===== src/shared/temp_pkg.sv =====
// Summary of operation
// - After supply is good, spend an initialization interval before serving the bus.
// - Ignore the bus while initializing, then wait for a host bus reset.
// - Reload short address, alert thresholds and offset from nonvolatile copies.
// - Reload the IO configuration register from its nonvolatile copy.
// - Restore both device configuration registers from nonvolatile memory.
// - Arbitration select of 10b or 11b makes address search use arbitration.
// - Fast speed enable starts overdrive unless first bus reset is standard speed.
// - Restore user memory protection bits from nonvolatile memory.
// - On loss of supply, keep all settings while the capacitor holds up.
// - Brown-out shuts the device off; next power-up is bus powered, full reload.
// - Convert on command unless automatic, after presence detect if automatic, or continuously on supply power.
// - Each finished conversion updates the result registers and status.
// - Format select bit chooses precision or legacy encoding; legacy by default.
// - Precision format is 16-bit two's complement at 7.8125 mdegC per LSB.
// - Legacy format is 12-bit at 62.5 mdegC, sign copied into top five bits.
// - Result reads as zero degrees before the first conversion.
// - Legacy result saturates at 07FF at or above the largest positive value.
package temp_pkg;
	// ----------------------------------------
	// Timing
	// ----------------------------------------
	localparam int CLK_MHZ = 100;
	localparam int TICK_NS = 1000;
	localparam int TICK_CYCLES = (TICK_NS * CLK_MHZ) / 1000;
	localparam int INIT_TIME_US = 1000;
	localparam int INIT_CNT_W = 20;

	// ----------------------------------------
	// Nonvolatile copy layout
	// ----------------------------------------
	localparam int NV_WIDTH = 16;
	localparam int NV_DEPTH = 8;
	localparam int NV_AW = 3;
	localparam logic [2:0] NV_SHORT = 3'h0;
	localparam logic [2:0] NV_ALERT_LOW = 3'h1;
	localparam logic [2:0] NV_ALERT_HIGH = 3'h2;
	localparam logic [2:0] NV_OFFSET = 3'h3;
	localparam logic [2:0] NV_IO_CFG = 3'h4;
	localparam logic [2:0] NV_CFG1 = 3'h5;
	localparam logic [2:0] NV_CFG2 = 3'h6;
	localparam logic [2:0] NV_PROTECT = 3'h7;

	// ----------------------------------------
	// Configuration-1 fields
	// ----------------------------------------
	localparam int CFG1_FMT_BIT = 0;
	localparam int CFG1_AUTO_BIT = 1;
	localparam int CFG1_CONT_BIT = 2;
	localparam int CFG1_ARB_HI_BIT = 4;
	localparam int CFG1_FAST_BIT = 5;
	localparam logic [7:0] CFG1_RESET = 8'h00;
	localparam logic FMT_LEGACY = 1'b0;

	// ----------------------------------------
	// Result encoding
	// ----------------------------------------
	localparam logic [15:0] RESULT_ZERO = 16'h0000;
	localparam logic [15:0] LEGACY_MAX = 16'h07FF;
	localparam logic [15:0] LEGACY_MIN = 16'hF800;
	localparam logic [15:0] HP_POS_LIMIT = 16'h4000;
	localparam logic [15:0] HP_NEG_LIMIT = 16'hC000;
	localparam int LEGACY_SHIFT = 3;

	typedef enum logic [2:0] {
		ST_OFF = 3'b000,
		ST_LOAD = 3'b001,
		ST_WAIT_INIT = 3'b010,
		ST_WAIT_RESET = 3'b011,
		ST_ACTIVE = 3'b100,
		ST_DOWN = 3'b101
	} state_t;

	typedef struct packed {
		logic [7:0] short_addr;
		logic [15:0] alert_low;
		logic [15:0] alert_high;
		logic [15:0] offset;
		logic [7:0] io_cfg;
		logic [7:0] cfg1;
		logic [7:0] cfg2;
		logic [7:0] protect;
	} settings_t;
endpackage


===== src/rtl/nv_store.sv =====
`timescale 1ns/100ps
`default_nettype none
module nv_store #(
	parameter int WIDTH = 16,
	parameter int DEPTH = 8,
	parameter int AW = 3
) (
	input wire logic clk_i,
	input wire logic rstn_i,
	input wire logic wr_en_i,
	input wire logic [AW-1:0] wr_addr_i,
	input wire logic [WIDTH-1:0] wr_data_i,
	input wire logic rd_en_i,
	input wire logic [AW-1:0] rd_addr_i,
	output logic [WIDTH-1:0] rd_data_o
);
	// Array has no reset: it stands for storage that outlives power
	logic [WIDTH-1:0] mem [DEPTH];

	always_ff @(posedge clk_i) begin
		if (wr_en_i) begin
			mem[wr_addr_i] <= wr_data_i;
		end
	end

	always_ff @(posedge clk_i or negedge rstn_i) begin
		if (!rstn_i) begin
			rd_data_o <= '0;
		end else if (rd_en_i) begin
			rd_data_o <= mem[rd_addr_i];
		end
	end
endmodule
`default_nettype wire


===== src/rtl/result_format.sv =====
`timescale 1ns/100ps
`default_nettype none
module result_format (
	input wire logic clk_i,
	input wire logic rstn_i,
	input wire logic clear_i,
	input wire logic load_i,
	input wire logic fmt_i,
	input wire logic [15:0] raw_i,
	output logic [15:0] result_o
);
	logic [15:0] nxt_legacy;

	// ----------------------------------------
	// Legacy encoding
	// ----------------------------------------
	always_comb begin
		if ($signed(raw_i) >= $signed(temp_pkg::HP_POS_LIMIT)) begin
			nxt_legacy = temp_pkg::LEGACY_MAX;
		end else if ($signed(raw_i) < $signed(temp_pkg::HP_NEG_LIMIT)) begin
			nxt_legacy = temp_pkg::LEGACY_MIN;
		end else begin
			nxt_legacy = 16'($signed(raw_i) >>> temp_pkg::LEGACY_SHIFT);
		end
	end

	always_ff @(posedge clk_i or negedge rstn_i) begin
		if (!rstn_i) begin
			result_o <= temp_pkg::RESULT_ZERO;
		end else if (clear_i) begin
			result_o <= temp_pkg::RESULT_ZERO;
		end else if (load_i) begin
			result_o <= (fmt_i == temp_pkg::FMT_LEGACY) ? nxt_legacy : raw_i;
		end
	end

	a_legacy_saturate: assert property (@(posedge clk_i) disable iff (!rstn_i)
		load_i && !clear_i && fmt_i == temp_pkg::FMT_LEGACY
		&& $signed(raw_i) >= $signed(temp_pkg::HP_POS_LIMIT)
		|=> result_o == temp_pkg::LEGACY_MAX)
		else $error("legacy result not saturated");
endmodule
`default_nettype wire


===== src/rtl/temp_init_core.sv =====
`timescale 1ns/100ps
`default_nettype none
module temp_init_core #(
	parameter int INIT_TIME_US = temp_pkg::INIT_TIME_US
) (
	input wire logic clk_i,
	input wire logic rstn_i,
	input wire logic supply_good_i,
	input wire logic vdd_powered_i,
	input wire logic cap_brownout_i,
	input wire logic bus_reset_i,
	input wire logic bus_reset_std_speed_i,
	input wire logic presence_done_i,
	input wire logic convert_cmd_i,
	input wire logic adc_done_i,
	input wire logic [15:0] adc_data_i,
	input wire logic nv_wr_en_i,
	input wire logic [temp_pkg::NV_AW-1:0] nv_wr_addr_i,
	input wire logic [temp_pkg::NV_WIDTH-1:0] nv_wr_data_i,
	output logic bus_enable_o,
	output logic overdrive_o,
	output logic arbitration_search_o,
	output logic bus_powered_o,
	output logic conv_start_o,
	output logic conv_busy_o,
	output logic result_ready_o,
	output logic [7:0] temperature_result_high_o,
	output logic [7:0] temperature_result_low_o,
	output var temp_pkg::settings_t settings_o
);
	// ----------------------------------------
	// Declarations
	// ----------------------------------------
	localparam int INIT_CNT_W_L = temp_pkg::INIT_CNT_W;
	localparam logic [INIT_CNT_W_L-1:0] INIT_TICKS = INIT_CNT_W_L'(INIT_TIME_US);
	localparam logic [7:0] TICK_LAST = 8'(temp_pkg::TICK_CYCLES - 1);

	temp_pkg::state_t state_ff;
	temp_pkg::settings_t settings_ff;
	logic [7:0] tick_cnt_ff;
	logic tick_ff;
	logic [INIT_CNT_W_L-1:0] init_cnt_ff;
	logic init_done;
	logic [temp_pkg::NV_AW-1:0] load_idx_ff;
	logic [temp_pkg::NV_AW-1:0] cap_idx_ff;
	logic load_rd_ff;
	logic cap_valid_ff;
	logic load_done_ff;
	logic [temp_pkg::NV_WIDTH-1:0] nv_rd_data;
	logic bus_enable_ff;
	logic overdrive_ff;
	logic arb_search_ff;
	logic bus_powered_ff;
	logic conv_start_ff;
	logic conv_busy_ff;
	logic result_ready_ff;
	logic start_req;
	logic result_clear;
	logic [15:0] result;

	// ----------------------------------------
	// Microsecond tick divider
	// ----------------------------------------
	always_ff @(posedge clk_i or negedge rstn_i) begin
		if (!rstn_i) begin
			tick_cnt_ff <= 8'h00;
			tick_ff <= 1'b0;
		end else if (tick_cnt_ff == TICK_LAST) begin
			tick_cnt_ff <= 8'h00;
			tick_ff <= 1'b1;
		end else begin
			tick_cnt_ff <= tick_cnt_ff + 8'h01;
			tick_ff <= 1'b0;
		end
	end

	// ----------------------------------------
	// Initialization interval
	// ----------------------------------------
	assign init_done = init_cnt_ff >= INIT_TICKS;

	always_ff @(posedge clk_i or negedge rstn_i) begin
		if (!rstn_i) begin
			init_cnt_ff <= '0;
		end else if (state_ff != temp_pkg::ST_LOAD && state_ff != temp_pkg::ST_WAIT_INIT) begin
			init_cnt_ff <= '0;
		end else if (tick_ff && !init_done) begin
			init_cnt_ff <= init_cnt_ff + 1'b1;
		end
	end

	// ----------------------------------------
	// Main sequence
	// ----------------------------------------
	always_ff @(posedge clk_i or negedge rstn_i) begin
		if (!rstn_i) begin
			state_ff <= temp_pkg::ST_OFF;
		end else if (cap_brownout_i && state_ff != temp_pkg::ST_OFF) begin
			state_ff <= temp_pkg::ST_DOWN;
		end else begin
			case (state_ff)
				temp_pkg::ST_OFF: begin
					if (supply_good_i) begin
						state_ff <= temp_pkg::ST_LOAD;
					end
				end
				temp_pkg::ST_LOAD: begin
					if (load_done_ff) begin
						state_ff <= temp_pkg::ST_WAIT_INIT;
					end
				end
				temp_pkg::ST_WAIT_INIT: begin
					if (init_done) begin
						state_ff <= temp_pkg::ST_WAIT_RESET;
					end
				end
				temp_pkg::ST_WAIT_RESET: begin
					if (bus_reset_i) begin
						state_ff <= temp_pkg::ST_ACTIVE;
					end
				end
				temp_pkg::ST_ACTIVE: begin
					state_ff <= temp_pkg::ST_ACTIVE;
				end
				temp_pkg::ST_DOWN: begin
					if (supply_good_i) begin
						state_ff <= temp_pkg::ST_LOAD;
					end
				end
				default: begin
					state_ff <= temp_pkg::ST_OFF;
				end
			endcase
		end
	end

	// ----------------------------------------
	// Nonvolatile reload walk
	// ----------------------------------------
	nv_store #(
		.WIDTH(temp_pkg::NV_WIDTH),
		.DEPTH(temp_pkg::NV_DEPTH),
		.AW(temp_pkg::NV_AW)
	) u_nv (
		.clk_i(clk_i),
		.rstn_i(rstn_i),
		.wr_en_i(nv_wr_en_i),
		.wr_addr_i(nv_wr_addr_i),
		.wr_data_i(nv_wr_data_i),
		.rd_en_i(load_rd_ff),
		.rd_addr_i(load_idx_ff),
		.rd_data_o(nv_rd_data)
	);

	always_ff @(posedge clk_i or negedge rstn_i) begin
		if (!rstn_i) begin
			load_idx_ff <= '0;
			load_rd_ff <= 1'b0;
			cap_idx_ff <= '0;
			cap_valid_ff <= 1'b0;
			load_done_ff <= 1'b0;
		end else if (state_ff != temp_pkg::ST_LOAD || cap_brownout_i) begin
			load_idx_ff <= '0;
			load_rd_ff <= (state_ff == temp_pkg::ST_OFF || state_ff == temp_pkg::ST_DOWN)
				&& supply_good_i && !cap_brownout_i;
			cap_valid_ff <= 1'b0;
			load_done_ff <= 1'b0;
		end else begin
			cap_idx_ff <= load_idx_ff;
			cap_valid_ff <= load_rd_ff;
			if (load_rd_ff) begin
				load_idx_ff <= load_idx_ff + 1'b1;
				load_rd_ff <= load_idx_ff != temp_pkg::NV_PROTECT;
			end
			load_done_ff <= cap_valid_ff && cap_idx_ff == temp_pkg::NV_PROTECT;
		end
	end

	// Settings stay as they are across a supply loss; only a reload replaces them
	always_ff @(posedge clk_i or negedge rstn_i) begin
		if (!rstn_i) begin
			settings_ff <= '0;
			settings_ff.cfg1 <= temp_pkg::CFG1_RESET;
		end else if (cap_valid_ff && state_ff == temp_pkg::ST_LOAD) begin
			case (cap_idx_ff)
				temp_pkg::NV_SHORT: settings_ff.short_addr <= nv_rd_data[7:0];
				temp_pkg::NV_ALERT_LOW: settings_ff.alert_low <= nv_rd_data;
				temp_pkg::NV_ALERT_HIGH: settings_ff.alert_high <= nv_rd_data;
				temp_pkg::NV_OFFSET: settings_ff.offset <= nv_rd_data;
				temp_pkg::NV_IO_CFG: settings_ff.io_cfg <= nv_rd_data[7:0];
				temp_pkg::NV_CFG1: settings_ff.cfg1 <= nv_rd_data[7:0];
				temp_pkg::NV_CFG2: settings_ff.cfg2 <= nv_rd_data[7:0];
				temp_pkg::NV_PROTECT: settings_ff.protect <= nv_rd_data[7:0];
				default: settings_ff.protect <= settings_ff.protect;
			endcase
		end
	end

	// ----------------------------------------
	// Bus side modes
	// ----------------------------------------
	always_ff @(posedge clk_i or negedge rstn_i) begin
		if (!rstn_i) begin
			bus_enable_ff <= 1'b0;
			overdrive_ff <= 1'b0;
			arb_search_ff <= 1'b0;
		end else if (state_ff == temp_pkg::ST_WAIT_RESET && bus_reset_i && !cap_brownout_i) begin
			bus_enable_ff <= 1'b1;
			overdrive_ff <= settings_ff.cfg1[temp_pkg::CFG1_FAST_BIT]
				&& !bus_reset_std_speed_i;
			arb_search_ff <= settings_ff.cfg1[temp_pkg::CFG1_ARB_HI_BIT];
		end else if (state_ff != temp_pkg::ST_ACTIVE || cap_brownout_i) begin
			bus_enable_ff <= 1'b0;
			overdrive_ff <= 1'b0;
			arb_search_ff <= 1'b0;
		end
	end

	always_ff @(posedge clk_i or negedge rstn_i) begin
		if (!rstn_i) begin
			bus_powered_ff <= 1'b0;
		end else if (state_ff == temp_pkg::ST_DOWN || !vdd_powered_i) begin
			bus_powered_ff <= 1'b1;
		end
	end

	// ----------------------------------------
	// Conversion control
	// ----------------------------------------
	// Continuous mode only runs on supply power: the line cannot feed it
	assign start_req = state_ff == temp_pkg::ST_ACTIVE && !cap_brownout_i
		&& !conv_busy_ff && !conv_start_ff
		&& ((convert_cmd_i && !settings_ff.cfg1[temp_pkg::CFG1_AUTO_BIT])
		|| (presence_done_i && settings_ff.cfg1[temp_pkg::CFG1_AUTO_BIT])
		|| (!bus_powered_ff && settings_ff.cfg1[temp_pkg::CFG1_CONT_BIT]));

	always_ff @(posedge clk_i or negedge rstn_i) begin
		if (!rstn_i) begin
			conv_start_ff <= 1'b0;
			conv_busy_ff <= 1'b0;
		end else if (state_ff != temp_pkg::ST_ACTIVE || cap_brownout_i) begin
			conv_start_ff <= 1'b0;
			conv_busy_ff <= 1'b0;
		end else begin
			conv_start_ff <= start_req;
			if (start_req) begin
				conv_busy_ff <= 1'b1;
			end else if (adc_done_i) begin
				conv_busy_ff <= 1'b0;
			end
		end
	end

	assign result_clear = state_ff == temp_pkg::ST_DOWN;

	always_ff @(posedge clk_i or negedge rstn_i) begin
		if (!rstn_i) begin
			result_ready_ff <= 1'b0;
		end else if (result_clear) begin
			result_ready_ff <= 1'b0;
		end else if (conv_busy_ff && adc_done_i && state_ff == temp_pkg::ST_ACTIVE
			&& !cap_brownout_i) begin
			result_ready_ff <= 1'b1;
		end
	end

	result_format u_fmt (
		.clk_i(clk_i),
		.rstn_i(rstn_i),
		.clear_i(result_clear),
		.load_i(conv_busy_ff && adc_done_i && state_ff == temp_pkg::ST_ACTIVE
			&& !cap_brownout_i),
		.fmt_i(settings_ff.cfg1[temp_pkg::CFG1_FMT_BIT]),
		.raw_i(adc_data_i),
		.result_o(result)
	);

	// ----------------------------------------
	// Outputs
	// ----------------------------------------
	assign bus_enable_o = bus_enable_ff;
	assign overdrive_o = overdrive_ff;
	assign arbitration_search_o = arb_search_ff;
	assign bus_powered_o = bus_powered_ff;
	assign conv_start_o = conv_start_ff;
	assign conv_busy_o = conv_busy_ff;
	assign result_ready_o = result_ready_ff;
	assign temperature_result_high_o = result[15:8];
	assign temperature_result_low_o = result[7:0];
	assign settings_o = settings_ff;

	// ----------------------------------------
	// Checks
	// ----------------------------------------
	a_bus_quiet_init: assert property (@(posedge clk_i) disable iff (!rstn_i)
		state_ff != temp_pkg::ST_ACTIVE |-> !bus_enable_ff)
		else $error("bus served outside active state");

	a_init_before_bus: assert property (@(posedge clk_i) disable iff (!rstn_i)
		state_ff == temp_pkg::ST_WAIT_INIT && !init_done |=> state_ff != temp_pkg::ST_WAIT_RESET)
		else $error("init interval cut short");

	a_reset_opens_bus: assert property (@(posedge clk_i) disable iff (!rstn_i)
		state_ff == temp_pkg::ST_WAIT_RESET && bus_reset_i && !cap_brownout_i
		|=> bus_enable_ff && state_ff == temp_pkg::ST_ACTIVE)
		else $error("bus reset did not open bus");

	a_short_reload: assert property (@(posedge clk_i) disable iff (!rstn_i)
		cap_valid_ff && state_ff == temp_pkg::ST_LOAD && cap_idx_ff == temp_pkg::NV_SHORT
		|=> settings_ff.short_addr == $past(nv_rd_data[7:0]))
		else $error("short address not reloaded");

	a_io_reload: assert property (@(posedge clk_i) disable iff (!rstn_i)
		cap_valid_ff && state_ff == temp_pkg::ST_LOAD && cap_idx_ff == temp_pkg::NV_IO_CFG
		|=> settings_ff.io_cfg == $past(nv_rd_data[7:0]))
		else $error("io configuration not reloaded");

	a_cfg_reload: assert property (@(posedge clk_i) disable iff (!rstn_i)
		cap_valid_ff && state_ff == temp_pkg::ST_LOAD && cap_idx_ff == temp_pkg::NV_CFG1
		|=> settings_ff.cfg1 == $past(nv_rd_data[7:0]))
		else $error("configuration not reloaded");

	a_arb_select: assert property (@(posedge clk_i) disable iff (!rstn_i)
		$rose(bus_enable_ff) |-> arb_search_ff == settings_ff.cfg1[temp_pkg::CFG1_ARB_HI_BIT])
		else $error("arbitration mode mismatch");

	a_speed_pick: assert property (@(posedge clk_i) disable iff (!rstn_i)
		$rose(bus_enable_ff) |-> overdrive_ff
		== (settings_ff.cfg1[temp_pkg::CFG1_FAST_BIT] && !$past(bus_reset_std_speed_i)))
		else $error("wrong starting speed");

	a_brownout_off: assert property (@(posedge clk_i) disable iff (!rstn_i)
		cap_brownout_i && state_ff != temp_pkg::ST_OFF
		|=> state_ff == temp_pkg::ST_DOWN && !bus_enable_ff ##1 bus_powered_ff)
		else $error("brown-out did not shut down");

	a_conv_origin: assert property (@(posedge clk_i) disable iff (!rstn_i)
		conv_start_ff |-> $past(state_ff) == temp_pkg::ST_ACTIVE && conv_busy_ff)
		else $error("conversion started while not active");

	a_result_update: assert property (@(posedge clk_i) disable iff (!rstn_i)
		conv_busy_ff && adc_done_i && state_ff == temp_pkg::ST_ACTIVE && !cap_brownout_i
		|=> result_ready_ff && !conv_busy_ff)
		else $error("conversion end not recorded");

	a_zero_before: assert property (@(posedge clk_i) disable iff (!rstn_i)
		!result_ready_ff |-> result == temp_pkg::RESULT_ZERO)
		else $error("nonzero result before first conversion");
endmodule
`default_nettype wire


===== config.mk =====
export PLATFORM = sky130hd
export DESIGN_NAME = temp_init_core
export DESIGN_NICKNAME = d
export VERILOG_FILES = /design/src/shared/temp_pkg.sv /design/src/rtl/nv_store.sv /design/src/rtl/result_format.sv /design/src/rtl/temp_init_core.sv
export SDC_FILE = /design/constraint.sdc
export NUM_CORES = 1
export LEC_CHECK = 0
export BUFFER_PORTS_ARGS = -buffer_cell sky130_fd_sc_hd__buf_2
export CORE_ASPECT_RATIO = 1.75
export CORE_MARGIN = 2
export CORE_UTILIZATION = 55
export DETAILED_ROUTE_END_ITERATION = 10
export PLACE_DENSITY = 0.82
export SLEW_MARGIN = 10
export SYNTH_ARGS = -nofsm -noshare
export SYNTH_HDL_FRONTEND = slang
export SYNTH_SLANG_ARGS = --single-unit

===== constraint.sdc =====
create_clock -name clk_i -period 4.9 [get_ports clk_i]
set_clock_uncertainty 0.1 [all_clocks]
set_input_delay 0.98 -clock clk_i [delete_from_list [all_inputs] [get_ports clk_i]]
set_output_delay 0.98 -clock clk_i [all_outputs]
set_load 0.01 [all_outputs]

# Yosys cells after proc, flatten, opt, wreduce, memory -nomap -nowiden
# Memory sizes are Yosys's and may differ from the RTL's. A register that Yosys moved wholly into a read port is not among the register bits.
# Index checks and enable logic that the tools add are counted.
op_classes:
  add_sub_neg: 3
  order_cmp: 3
  reduce_logical: 53
  muxes: 33
  n_eq_ne: 21
op_table:
  columns: ["op", "n"]
  rows:
  - ["16-bit 2-to-1 mux", 5]
  - ["20-bit 2-to-1 mux", 2]
  - ["3-bit 2-to-1 mux", 7]
  - ["20-bit by 1-bit adder with 20-bit output (second input constant)", 1]
  - ["20-bit by 10-bit >= comparator with 1-bit output (second input constant)", 1]
  - ["1-bit logical AND", 20]
  - ["3-bit equality test (second input constant)", 6]
  - ["1-bit 2-to-1 mux", 17]
  - ["16-bit >= comparator (second input constant)", 1]
  - ["16-bit by 15-bit less-than comparator with 1-bit output (second input constant)", 1]
  - ["2-bit AND reduction", 8]
  - ["3-bit inequality test (second input constant)", 5]
  - ["3-bit case mux with 5 select lines", 1]
  - ["3-bit by 2-bit equality test with 1-bit output (second input constant)", 4]
  - ["1-bit zero test", 9]
  - ["8-bit by 1-bit adder with 8-bit output (second input constant)", 1]
  - ["8-bit by 7-bit equality test with 1-bit output (second input constant)", 1]
  - ["8-bit 2-to-1 mux", 1]
  - ["2-bit nonzero test", 4]
  - ["3-bit by 1-bit equality test with 1-bit output (second input constant)", 2]
  - ["3-bit zero test", 2]
  - ["1-bit logical OR", 6]
  - ["3-bit by 1-bit inequality test with 1-bit output (second input constant)", 2]
  - ["3-bit nonzero test", 2]
  - ["other kinds (4)", 4]
word_totals:
  inputBits: 46
  ram_bits: 128
  reg_bits: 152
  mem_count: 1
  out_inout_bits: 111
  wordCells: 139
mem_list:
  columns: ["memory", "words", "word_bits", "read_ports", "rd_ports_with_merged_regs", "wr", "line_no", "rtl"]
  rows:
  - ["u_nv.mem", 8, 16, 1, 1, 1, "nv_store.sv:18", "logic [WIDTH-1:0] mem [DEPTH];"]

# Logic depth before layout (Yosys ltp)
depth:
  ltp_word: 7
  depth_mapped: 7
  mapped_depth_nobuf: 4

# By module
# Synthesis repeated with hierarchy kept, for this count alone.
unflattened:
  hier_cells: 808
  area_unflattened_um2: 12080.3
by_module_without_submodules:
  columns: ["mod", "seq_area_each_um2", "cells_per_inst", "n_inst", "area_each_um2"]
  rows:
  - ["nv_store", 4244.1, 325, 1, 5652.9]
  - ["temp_init_core", 3403.3, 407, 1, 5602.9]
  - ["result_format", 400.4, 76, 1, 824.5]

# Worst setup path before layout
# No wires, ideal clock.
synth_timing:
  path_kind: "input -> register"
  startpoint: "input port nv_wr_addr_i[2] (netlist bit)"
  endpoint: "memory u_nv.mem[0][0], enable pin"
  t_required_ps: 4391
  arrival_time_ps: 2293
  cell_stages: 2
  path_slack_ps: 2097
  path_cell_list: "nand2b_1 > nor3_1"
synth_rtl:
  columns: ["element", "line_no", "rtl"]
  rows:
  - ["start: declaration", "temp_init_core.sv:18", "input wire logic [temp_pkg::NV_AW-1:0] nv_wr_addr_i,"]
  - ["end: declaration", "nv_store.sv:18", null]
# No word-level cell before the write port.

# Worst setup path after layout
layout_timing:
  startpoint: "register state_ff[2]"
  endpoint: "register settings_ff (netlist bit settings_o[78])"
layout_via:
  elab_chain_cells: 3
layout_rtl:
  columns: ["element", "line_no", "rtl"]
  rows:
  - ["start: declaration", "temp_init_core.sv:38", "temp_pkg::state_t state_ff;"]
  - ["start signal: assignment", "temp_init_core.sv:97", "state_ff <= temp_pkg::ST_OFF;"]
  - ["start signal: assignment", "temp_init_core.sv:99", "state_ff <= temp_pkg::ST_DOWN;"]
  - ["start signal: assignment", "temp_init_core.sv:104", "state_ff <= temp_pkg::ST_LOAD;"]
  - ["3-bit by 1-bit equality test with 1-bit output", "temp_init_core.sv:184", "end else if (cap_valid_ff && state_ff == temp_pkg::ST_LOAD) begin"]
  - ["1-bit logical AND", "temp_init_core.sv:184", null]
  - ["2-bit AND reduction (no source line)", null, null]
  - ["end: declaration", "temp_init_core.sv:39", "temp_pkg::settings_t settings_ff;"]
# No other way between the ends.
# A chain may end at the register's enable or synchronous reset.

==> summary.txt <==
==================================================================================================
Result of the run                                                                     complete, no violations
Net count after synthesis                                                                      786
Type of the worst setup path                                                          register to register
Hold path startpoint                                                                  conv_start_o
Std cell rows                                                                                   70
WP data required                                                                           5.20 ns
Number of setup violations in the final report                                                   0
Number of sinks handled by clock tree synthesis                                                296
Core Footprint                                                                         0.0208 mm^2
CP Launch Point                                                                        state_ff[2]
Number of instances in the synthesized netlist                                                 735
Data arrival time of the worst path                                                        3.03 ns
Number of enable-type register cells in the synthesized netlist                                128
Launching element type of the critical path                                               register
Final period utilization                                                                     0.557
Most common cell after layout, fill and taps aside                                    sky130_fd_sc_hd__dfrtp_1
Worst hold slack                                                                          0.358 ns
Final period demand of the worst path                                                      2.73 ns
Number of post-CTS setup repair buffers                                                          0
Peak fanout along the critical path                                                             22
CTS Buf Count                                                                                   25
Number of search-and-repair iterations in the first detailed-routing pass                        4
First-pass GRT wire length                                                                 38.6 mm
Footprint of the multi-input gates                                                    0.00342 mm^2
Overall fraction of global-route tracks in use                                               0.221
Post-synthesis average cell area                                                         15.9 um^2
First-iteration detailed-routing DRC count                                                     436
Critical path capture point type                                                          register
Port Buffers                                                                                   156
Count of filler cells inserted in the layout                                                  1456
Proportion of layout cells with a drive suffix above 1                                       0.369
Drt drc                                                                                          0
Power per unit of standard cell area                                                   372 mW/mm^2
Clock transition time at the flip-flop clock pins of the worst setup and hold paths        0.06 ns
Vias per inst                                                                                 5.79
Estimated wirelength of the detail-placed design                                           16.9 mm
Global route total overflow                                                                      0
Max-capacitance violation count                                                                  0
Layout Cells excl Fill                                                                        1162
Leak                                                                                       5.87 nW
Number of slew-limit violations in the final report                                              0
Share of flip-flops with an asynchronous set or reset after synthesis                        0.568
Class of the tightest hold or removal check                                           register to register
Setup repair after global routing missed its margin                                             no
Average detailed-routed wire length per instance                                           20.8 um
Total wire length after detailed routing                                                   24.2 mm
Flip-flop and latch count after synthesis                                                      296
End of the worst register-to-register path                                            settings_o[78]
R2r setup slk                                                                              2.17 ns
Relative max-transition margin                                                               0.216
Clock Root Buffer                                                                     sky130_fd_sc_hd__clkbuf_16
Number of warnings reported in the yosys synthesis log                                           0
Count of pins on the block boundary                                                            157
Worst Hold End                                                                        conv_start_o
Cell Area, Synth                                                                       0.0117 mm^2
Dominant register cell in the synthesized netlist                                     sky130_fd_sc_hd__dfrtp_1
Area growth syn-to-layout                                                                    15.5%
Initial antenna violation count                                                                  1
Clock Latency Late Sink                                                                    0.51 ns
Hold Fails Final Rpt                                                                             0
Cell depth of the worst min-delay path                                                           1
Min setup slack post-route                                                                 2.17 ns
Number of hold buffers added after cts                                                           0
Number of global-route vias before repair                                                     7122
Effective utilization at floorplan                                                           0.561
Width of the die                                                                            114 um
Post-synthesis sequential area ratio                                                         0.689
Fin nets                                                                                       942
Gpl congestion                                                                               0.820
Placed cell count                                                                             1116
Place WS                                                                                   2.10 ns
Reg-to-Reg Start                                                                       state_ff[2]
Maximum number of pins on one net before global-route repair                                   117
Number of different library cells in the post-synthesis netlist                                 56
TritonCTS clock tree                                                                          done
Area of all placed cells without fillers                                               0.0135 mm^2
Maximum clock insertion buffer count                                                             3
Die Y                                                                                       197 um
Worst-margin pin slew                                                                      1.18 ns
Instance area after placement                                                          0.0127 mm^2
Post-detailed-route count of antenna-violating nets                                              0
Sequential cell area                                                                  0.00805 mm^2
Total number of vias                                                                          6725
Gates resized, CTS repair                                                                        0
Highest clock frequency the design can meet                                              0.366 GHz
Die ar.                                                                                0.0225 mm^2
Cells on worst reg2reg path                                                                      4
Post-route setup TNS                                                                          0 ns
Leading cell types in the layout, fill and taps excluded                              167 x sky130_fd_sc_hd__dfrtp_1, 155 x sky130_fd_sc_hd__buf_2, 128 x sky130_fd_sc_hd__edfxtp_1
Max VDD drop                                                                              0.262 mV
Number of H-tree branching levels                                                                1
==================================================================================================
## final cells by class
type                       instances  area share
sequential                       296       0.597
multi-input combinational        391       0.254
timing repair buffer             167      0.0644
clock buffer                      33      0.0493
tap                              252      0.0234
clock inverter                    12     0.00974
inverter                          10     0.00278
antenna                            1    0.000185
## critical path, stage by stage (launching register included)
cell	delay, ns
sky130_fd_sc_hd__dfrtp_1	0.61
sky130_fd_sc_hd__and4bb_1	0.39
sky130_fd_sc_hd__nand2b_1	0.21
sky130_fd_sc_hd__nor3b_4	0.88
sky130_fd_sc_hd__mux2_2	0.42
## metal layers
metal / vias up / global-route usage / share of wire
li1: 3054 / - / -
met5: - / 0 / 0
met2: 191 / 0.413 / 0.57
met4: 0 / 0.0845 / 0.027
met3: 44 / 0.0301 / 0.046
met1: 3436 / 0.253 / 0.36
## cells by family after synthesis
logic type,synth area share
AO/OA/AOI/OAI,0.0395
XOR/XNOR,0.00600
adder cells (fa/ha/maj),0.00621
buffers and inverters,0.0194
flip-flops,0.689
multiplexers,0.170
AND/OR/NAND/NOR,0.0703
## power by group
group | internal [W] | leakage, nW | switching, W
clock | 0.00111 | 0.382 | 0.000828
combinational | 0.000122 | 2.07 | 0.000152
sequential | 0.00270 | 3.42 | 0.000109
## how the worst max path moves through the flow
| stage | to | cells past startpoint |
|---|---|---|
| floorplan | u_nv.mem[0][0] | 2 |
| CTS | settings_o[35] | 4 |
| global route | settings_o[77] | 4 |
| detailed placement | u_fmt.result_o[10] | 5 |
| finish | settings_o[78] | 4 |
| global placement | u_fmt.result_o[0] | 5 |
## cell usage after synthesis (5+ instances only)
master	instances	share of area
sky130_fd_sc_hd__a21oi_1	27	0.012
sky130_fd_sc_hd__and2_1	12	0.0064
sky130_fd_sc_hd__buf_1	7	0.0022
sky130_fd_sc_hd__buf_2	7	0.0030
sky130_fd_sc_hd__clkbuf_1	18	0.0058
sky130_fd_sc_hd__dfrtp_1	168	0.36
sky130_fd_sc_hd__edfxtp_1	128	0.33
sky130_fd_sc_hd__ha_1	5	0.0054
sky130_fd_sc_hd__inv_1	10	0.0032
sky130_fd_sc_hd__mux2_2	90	0.087
sky130_fd_sc_hd__mux2i_1	24	0.021
sky130_fd_sc_hd__mux4_2	32	0.062
sky130_fd_sc_hd__nand2_1	30	0.0096
sky130_fd_sc_hd__nand2b_1	7	0.0037
sky130_fd_sc_hd__nand3_1	17	0.0073
sky130_fd_sc_hd__nor2_1	41	0.013
sky130_fd_sc_hd__nor4_1	5	0.0027
sky130_fd_sc_hd__o21ai_0	25	0.011
sky130_fd_sc_hd__o22ai_1	10	0.0054
sky130_fd_sc_hd__o31ai_1	5	0.0032
sky130_fd_sc_hd__or3_1	5	0.0027
sky130_fd_sc_hd__xnor2_1	5	0.0037
## flip-flops by register name, indices dropped and copies added, names as in the netlist
| name | cells |
|---|---|
| tick_ff | 1 |
| arbitration_search_o | 1 |
| u_nv.rd_data_o | 16 |
| load_done_ff | 1 |
| tick_cnt_ff | 8 |
| conv_start_o | 1 |
| overdrive_o | 1 |
| load_rd_ff | 1 |
| settings_o | 88 |
| bus_enable_o | 1 |
| bus_powered_o | 1 |
| cap_idx_ff | 3 |
| init_cnt_ff | 20 |
| u_nv.mem | 128 |
| state_ff | 3 |
| conv_busy_o | 1 |
| result_ready_o | 1 |
| load_idx_ff | 3 |
| cap_valid_ff | 1 |
| u_fmt.result_o | 16 |
## metrics by stage
| stage | util | power [W] |
|---|---|---|
| after CTS | 0.647 | 0.00507 |
| after detailed placement | 0.609 | 0.00313 |
| after global routing | 0.647 | 0.00519 |
| after floorplan | - | 0.00295 |
| final | 0.647 | 0.00502 |
| after global placement | 0.609 | 0.00312 |
Note: power is estimated with default switching activity, not from simulation.
